$ cat src/design/sss_pkg.sv
// Constants, register map and state type of the select-synchronised port.
package sss_pkg;

    // ------------------------------------------------------------
    // Register byte addresses on the bus.
    // ------------------------------------------------------------
    localparam logic [7:0] ADR_CON1 = 8'h00; // Control one.
    localparam logic [7:0] ADR_CON3 = 8'h04; // Control three.
    localparam logic [7:0] ADR_STAT = 8'h08; // Port state.
    localparam logic [7:0] ADR_BUF  = 8'h0C; // Data buffer.
    localparam logic [7:0] ADR_SSRT = 8'h10; // Select pin route.
    localparam logic [7:0] ADR_CKRT = 8'h14; // Clock pin route.
    localparam logic [7:0] ADR_DTRT = 8'h18; // Data pin route.
    localparam logic [7:0] ADR_IST  = 8'h1C; // Interrupt status.
    localparam logic [7:0] ADR_IMSK = 8'h20; // Interrupt mask.

    // ------------------------------------------------------------
    // Field positions.
    // ------------------------------------------------------------
    localparam int CON1_WRITE_COLLISION_FLAG = 7; // Write collision flag.
    localparam int CON1_OV   = 6; // Receive overflow flag.
    localparam int CON1_EN   = 5; // Port enable.
    localparam int CON1_CKP  = 4; // Clock idle polarity.
    localparam int CON3_BUFFER_OVERWRITE_ENABLE = 4; // Buffer overwrite enable.
    localparam int STAT_SMP  = 7; // Input sample phase.
    localparam int STAT_CKE  = 6; // Clock edge select.
    localparam int STAT_BF   = 0; // Buffer full.
    localparam int IST_DONE  = 0; // Byte completed event.
    localparam int IST_WRITE_COLLISION_FLAG  = 1; // Write collision event.
    localparam int IST_OV    = 2; // Overflow event.

    // ------------------------------------------------------------
    // Mode codes, widths and counts.
    // ------------------------------------------------------------
    localparam logic [3:0] MODE_SS_ON  = 4'h4; // Slave, select used.
    localparam logic [3:0] MODE_SS_OFF = 4'h5; // Slave, select unused.
    localparam int         ROUTE_W     = 5;    // Pin route width.
    localparam logic [2:0] LAST_BIT    = 3'h7; // Count at last bit.
    localparam int         IST_W       = 3;    // Event count.

    // Whole state of the port, registered in one place.
    typedef struct packed {
        logic [1:0]         sck_sy;  // Serial clock synchroniser.
        logic [1:0]         ss_sy;   // Select synchroniser.
        logic [1:0]         sdi_sy;  // Data input synchroniser.
        logic               sck_old; // Previous synchronised clock.
        logic               en;      // Port enable.
        logic               clock_idle_polarity;     // Clock idle polarity.
        logic [3:0]         mode;    // Port mode field.
        logic               input_sample_phase;     // Input sample phase.
        logic               cke;     // Clock edge select.
        logic               buffer_overwrite_enable;    // Buffer overwrite enable.
        logic               write_collision_flag;    // Write collision flag.
        logic               ov;      // Receive overflow flag.
        logic               bf;      // Buffer full.
        logic [7:0]         sr;      // Serial shift register.
        logic [7:0]         dbuf;    // Data buffer.
        logic [2:0]         cnt;     // Bit counter.
        logic               sdo;     // Serial data out level.
        logic [IST_W-1:0]   ist;     // Sticky event status.
        logic [IST_W-1:0]   imsk;    // Event mask.
        logic [ROUTE_W-1:0] rt_ss;   // Select pin route.
        logic [ROUTE_W-1:0] rt_ck;   // Clock pin route.
        logic [ROUTE_W-1:0] rt_dt;   // Data pin route.
        logic               ack;     // Bus acknowledge.
        logic [31:0]        rdat;    // Bus read data.
    } sss_state_t;

    // Reset value of the whole state.
    localparam sss_state_t ST_RESET = '0;

endpackage

$ cat src/design/sss_port.sv
// Select-synchronised serial port slave with a classic Wishbone slave.
`timescale 1ns/1ps
`default_nettype none

module sss_port
    import sss_pkg::*;
(
    input  wire logic        clk_i,
    input  wire logic        rst_i,
    input  wire logic        wb_cyc_i,
    input  wire logic        wb_stb_i,
    input  wire logic        wb_we_i,
    input  wire logic [7:0]  wb_adr_i,
    input  wire logic [3:0]  wb_sel_i,
    input  wire logic [31:0] wb_dat_i,
    output logic [31:0]      wb_dat_o,
    output logic             wb_ack_o,
    input  wire logic        sck_i,
    input  wire logic        ss_n_i,
    input  wire logic        sdi_i,
    output logic             sdo_o,
    output logic             sdo_oe_o,
    input  wire logic        sleep_i,
    output logic             irq_o,
    output logic             wake_o
);

    // ------------------------------------------------------------
    // State and decoded terms.
    // ------------------------------------------------------------
    sss_state_t q;      // Registered state.
    sss_state_t n;      // Next state.
    logic       lead;   // Serial clock leaves its idle level.
    logic       trail;  // Serial clock returns to its idle level.
    logic       samp;   // Sampling edge of the serial clock.
    logic       shft;   // Output change edge of the serial clock.
    logic       slave;  // Port enabled in a slave mode.
    logic       hold;   // Serial logic held in reset.
    logic       bus_go; // Bus access completes this edge.
    logic [7:0] rx;     // Byte as it stands after a sample.

    // Edges of the synchronised serial clock, seen from clk_i.
    assign lead  = (q.sck_sy[1] ^ q.sck_old) & (q.sck_sy[1] != q.clock_idle_polarity);
    assign trail = (q.sck_sy[1] ^ q.sck_old) & (q.sck_sy[1] == q.clock_idle_polarity);
    // With the edge bit set data is taken on the leading edge.
    assign samp  = q.cke ? lead : trail;
    assign shft  = q.cke ? trail : lead;

    // Only the two slave codes run the shifter here.
    assign slave = q.en & ((q.mode == MODE_SS_ON)
                   | (q.mode == MODE_SS_OFF));
    // A disabled port, or a high select in the select-used mode, keeps the counter at zero.
    assign hold  = ~q.en
                 | ((q.mode == MODE_SS_ON) & q.ss_sy[1]);
    assign bus_go = wb_cyc_i & wb_stb_i & q.ack;
    assign rx     = {q.sr[6:0], q.sdi_sy[1]};

    // ------------------------------------------------------------
    // Outputs.
    // ------------------------------------------------------------
    // The output is driven only while selected or with select unused.
    assign sdo_oe_o = slave & ~hold;
    assign sdo_o    = q.sdo;
    assign wb_ack_o = q.ack;
    assign wb_dat_o = q.rdat;
    // One level interrupt from unmasked sticky events.
    assign irq_o    = |(q.ist & q.imsk);
    assign wake_o   = sleep_i & irq_o;

    // ------------------------------------------------------------
    // Next-state logic.
    // ------------------------------------------------------------
    // Bus effects come first so that hardware events set afterwards
    // win over a clear in the same cycle.
    always_comb begin
        n = q;
        // Pins pass two flip-flops before anything reads them.
        n.sck_sy  = {q.sck_sy[0], sck_i};
        n.ss_sy   = {q.ss_sy[0], ss_n_i};
        n.sdi_sy  = {q.sdi_sy[0], sdi_i};
        n.sck_old = q.sck_sy[1];
        // Classic cycle: ack one cycle after the request, then drop.
        n.ack  = wb_cyc_i & wb_stb_i & ~q.ack;
        n.rdat = '0;
        if (wb_cyc_i && wb_stb_i && !q.ack) begin
            unique case (wb_adr_i)
                ADR_CON1: n.rdat[7:0] = {q.write_collision_flag, q.ov, q.en, q.clock_idle_polarity,
                                         q.mode};
                ADR_CON3: n.rdat[CON3_BUFFER_OVERWRITE_ENABLE] = q.buffer_overwrite_enable;
                ADR_STAT: n.rdat[7:0] = {q.input_sample_phase, q.cke, 5'h00, q.bf};
                ADR_BUF:  n.rdat[7:0] = q.dbuf;
                ADR_SSRT: n.rdat[ROUTE_W-1:0] = q.rt_ss;
                ADR_CKRT: n.rdat[ROUTE_W-1:0] = q.rt_ck;
                ADR_DTRT: n.rdat[ROUTE_W-1:0] = q.rt_dt;
                ADR_IST:  n.rdat[IST_W-1:0] = q.ist;
                ADR_IMSK: n.rdat[IST_W-1:0] = q.imsk;
                default:  n.rdat = '0;
            endcase
        end
        // Writes take effect at the edge where ack is high.
        if (bus_go && wb_we_i && wb_sel_i[0]) begin
            unique case (wb_adr_i)
                ADR_CON1: begin
                    n.write_collision_flag = wb_dat_i[CON1_WRITE_COLLISION_FLAG];
                    n.ov   = wb_dat_i[CON1_OV];
                    n.en   = wb_dat_i[CON1_EN];
                    n.clock_idle_polarity  = wb_dat_i[CON1_CKP];
                    n.mode = wb_dat_i[3:0];
                end
                ADR_CON3: n.buffer_overwrite_enable = wb_dat_i[CON3_BUFFER_OVERWRITE_ENABLE];
                ADR_STAT: begin
                    n.input_sample_phase = wb_dat_i[STAT_SMP];
                    n.cke = wb_dat_i[STAT_CKE];
                end
                ADR_BUF: begin
                    // A write mid byte or with a pending collision
                    // is refused and flagged.
                    if (q.cnt != 3'h0 || q.write_collision_flag) begin
                        n.write_collision_flag          = 1'b1;
                        n.ist[IST_WRITE_COLLISION_FLAG] = 1'b1;
                    end else begin
                        n.dbuf = wb_dat_i[7:0];
                        n.sr   = wb_dat_i[7:0];
                    end
                end
                ADR_SSRT: n.rt_ss = wb_dat_i[ROUTE_W-1:0];
                ADR_CKRT: n.rt_ck = wb_dat_i[ROUTE_W-1:0];
                ADR_DTRT: n.rt_dt = wb_dat_i[ROUTE_W-1:0];
                ADR_IST:  n.ist = q.ist & ~wb_dat_i[IST_W-1:0];
                ADR_IMSK: n.imsk = wb_dat_i[IST_W-1:0];
                default:  n.rdat = '0;
            endcase
        end
        // Reading the buffer empties it.
        if (bus_go && !wb_we_i && wb_adr_i == ADR_BUF) begin
            n.bf = 1'b0;
        end
        // Serial side. Master codes never shift here, asleep or awake;
        // sleep_i is not read, so slave codes keep shifting through sleep.
        if (hold) begin
            // Partial byte dropped; output waits with the top bit.
            n.cnt = 3'h0;
            n.sdo = n.sr[7];
        end else if (slave) begin
            // Steps come from serial clock edges only, not sleep_i.
            if (samp) begin
                n.sr  = rx;
                n.cnt = q.cnt + 3'h1;
                if (q.cnt == LAST_BIT) begin
                    // Completion reaches status in the clk_i domain.
                    n.ist[IST_DONE] = 1'b1;
                    if (!q.bf || q.buffer_overwrite_enable) begin
                        n.dbuf = rx;
                        n.bf   = 1'b1;
                    end else begin
                        n.ov          = 1'b1;
                        n.ist[IST_OV] = 1'b1;
                    end
                end
            end
            if (shft) begin
                n.sdo = q.sr[7];
            end
        end
    end

    // ------------------------------------------------------------
    // State register.
    // ------------------------------------------------------------
    // Synchronous reset loads the constant reset state.
    always_ff @(posedge clk_i) begin
        if (rst_i) begin
            q <= ST_RESET;
        end else begin
            q <= n;
        end
    end
endmodule

`default_nettype wire

$ cat config.mk
export PLATFORM = sky130hd
export DESIGN_NAME = sss_port
export DESIGN_NICKNAME = d
export VERILOG_FILES = /design/src/design/sss_pkg.sv /design/src/design/sss_port.sv
export SDC_FILE = /design/constraint.sdc
export NUM_CORES = 1
export LEC_CHECK = 0
export BUFFER_PORTS_ARGS = -buffer_cell sky130_fd_sc_hd__buf_2
export CAP_MARGIN = 15
export CORE_AREA = 3 3 113 115
export DETAILED_ROUTE_END_ITERATION = 10
export DIE_AREA = 0 0 116 118
export SYNTH_ARGS = -nofsm -noshare
export SYNTH_HDL_FRONTEND = slang
export SYNTH_SLANG_ARGS = --single-unit
$ cat constraint.sdc
create_clock -name clk_i -period 2.4 [get_ports clk_i]
set_clock_uncertainty 0.2 [all_clocks]
set_input_delay 0.12 -clock clk_i [delete_from_list [all_inputs] [get_ports clk_i]]
set_output_delay 0.12 -clock clk_i [all_outputs]
set_load 0.03 [all_outputs]
==> impl_metrics.toml <==
[synthesis]
syn_area_per_cell_um2 = 9.22
async_flop_share_pct = 0
synthFlopType = "dfxtp_1"
synth_cell_types = 58
synthTopCellsByCount = "69 x dfxtp_1, 43 x mux2i_1, 37 x nor2_1"
synth_seq_cells = 69
synthCells = 386
synth_area_um2 = 3560
synth_edf_count = 0
yosysMostFrequentCell = "dfxtp_1"
yosys.area.top_type = "dfxtp_1"
synth_seq_area_share_pct = 38.8
ys_warn_count = 0
synthTopCellsByArea = "dfxtp_1 39%, mux2i_1 12%, buf_4 6.7%, nor2_1 3.9%, nand2_1 3.7%"
synth_top_area_share_pct = 38.8

[outcome]
outcome = "finished, final reports clean"

[routing]
dr.pass1.iters = 5
drcViolationCount = 0
ant_nets = 0
via_per_inst = 5.09
wl_per_cell_um = 15.4
drt_first_iter_violations = 247
vias = 3009
routed_wl_um = 9130

[sta]
slew_violations = 0
finalSetupViolCount = 0
finalHoldViolations = 0
fin_ws_ns = 0.175
finalSetupTns_ns = 0
rsz0062_at_grt = "no"
worst_slew_pin_slew_ns = 0.615
max_freq_mhz = 449
period_needed_ns = 2.22
final_min_period_over_clock_period_pct = 92.7
maxSlewHeadroom_pct = 59.0

[global_route]
grt_antenna_before_repair = 0
grt_use_total_pct = 13.2
grt_pass1_wl_um = 14400
grt_max_degree = 56
grt.overflow.total = 0
grt_pass1_vias = 2767

[pwr]
sw_frac_of_total_pct = 23.4
p_switching_w = 0.000648
seqPwrFrac_pct = 41.6
vdd_drop_max_mv = 0.315
clkPwrFrac_pct = 51.3
leakage_nw = 1.55
pwr-share-comb_pct = 7.0
p_per_area_nw_per_um2 = 647
power.internal_w = 0.00212

[setup_path]
crit_path_start_kind = "register"
endpoint_kind = "register"
cp_data_required_time_ns = 2.43
path_max_fanout = 9
crit_type = "reg2reg"
crit_arrival_ns = 2.26

[floorplan]
num_io_pins = 90
dieArea_um2 = 13700
chipHeight_um = 118
core.rowCount = 40
initial_core_util_pct = 29.9
core_area_um2 = 11900
fp.dieW_um = 116

[finish]
multi_input_area_um2 = 1900
fill_cells = 1203
area_growth_syn_to_layout_pct = 20.4
diodes = 0
regArea_um2 = 1380
fin_nets = 495
drive_gt1_share_pct = 21.2

[cts]
root_buffer = "clkbuf_16"
clkTransAtPathRegs_ns = 0.06
cts_resized = 0
clock_latency_ns = 0.33
postCtsSetupBuffers = 0
ctsHoldBuffers = 15
cts_tree = "done"
cts_made_buffers = 9
clkSinkCount = 69
htreeDepth = 3
clockBufferDepth = 2

[place]
post-place-ws_ns = 0.212
place.gp.congestion = 0.903
port-buffer-count = 38
dpl.hpwl_um = 6510

[flow_run]
drv_cap = 0

[min_path]
hp-class = "in2reg"
power groups by stage:
stage          sequential, W  clock [W]  combinational, W
6_report             0.00115    0.00142          0.000194
2_1_floorplan        0.00118          0          0.000141
3_5_place_dp         0.00118          0          0.000174
4_1_cts              0.00115    0.00144          0.000193
5_1_grt              0.00115    0.00149          0.000209
3_3_place_gp         0.00118          0          0.000173
per-stage QoR:
step	area, um^2	instances	hold WS, ns	utilization (%)	total power [W]
6_report	4290	591	0.0108	36.0	0.00277
4_1_cts	4290	591	0.00623	36.0	0.00279
3_3_place_gp	3810	560	0.143	32.0	0.00135
3_5_place_dp	3810	560	0.147	32.0	0.00135
2_1_floorplan	3650	409	0.0379	-	0.00132
5_1_grt	4290	591	0.0726	36.0	0.00285
cells by family (layout without fill, tap and decap cells):
group / Yosys count / in the layout / synth area share (%)
buf+inv: 59 / 94 / 10.3
simple gates: 150 / 150 / 24.2
xor+xnor: 1 / 1 / 0.246
flops: 69 / 69 / 38.8
fa+ha+maj: 3 / 3 / 1.05
mux: 44 / 44 / 12.4
compound gates: 59 / 59 / 12.9
other cells: 1 / 24 / 0.105
flip-flops by register name, indices dropped and copies added, names as in the netlist:
register and count:
n 4, wb_ack_o 1, wb_dat_o 8, sdo_o 1
q 55
metal layers:
metal / track usage (%) / up-vias / share of wire (%)
met5: 0 / - / 0
met4: 4.79 / 0 / 1.2
met3: 2.16 / 8 / 5.7
met2: 20.5 / 114 / 46
met1: 18.3 / 1426 / 47
li1: - / 1461 / -
cells in the final DEF, fill, tap and decap left out, types with 3 or more instances in the layout:
| cell | n |
|---|---|
| a21oi_1 | 14 |
| a22oi_1 | 4 |
| a311oi_1 | 11 |
| a311oi_2 | 4 |
| buf_2 | 38 |
| buf_4 | 17 |
| clkbuf_16 | 9 |
| conb_1 | 24 |
| dfxtp_1 | 69 |
| dlygate4sd3_1 | 15 |
| ha_1 | 3 |
| inv_1 | 8 |
| mux2i_1 | 43 |
| nand2_1 | 35 |
| nand2b_1 | 4 |
| nand3_1 | 9 |
| nor2_1 | 37 |
| nor2b_1 | 10 |
| nor3_1 | 18 |
| nor4_1 | 5 |
| nor4_4 | 4 |
| nor4bb_1 | 3 |
| o21ai_0 | 5 |
| o22ai_1 | 4 |
| or4b_2 | 4 |
worst max-delay path, stage by stage (launching register included):
cell and delay (ns):
dfxtp_1 0.41, or3b_1 0.41, or4_4 0.60, nand2b_4 0.25, a311oi_1 0.27
area by class of cell:
class	count	area share, %
flip-flops and latches	69	32.2
repair buffers	70	10.9
multi-input cells	281	44.3
well taps	147	4.29
clock buffers	9	5.26
clock inverters	7	2.31
inverters	8	0.701
worst paths after layout:
kind,slack (ns),end,from,depth (start not counted)
worst max-delay path,0.18,q[58],q[82],4
worst min-delay path,0.01,wb_dat_o[5],wb_adr_i[6],4
worst max register to register,0.18,q[58],q[82],4
worst min register to register,0.24,q[90],n[90],1
Note: power is estimated with default switching activity, not from simulation.
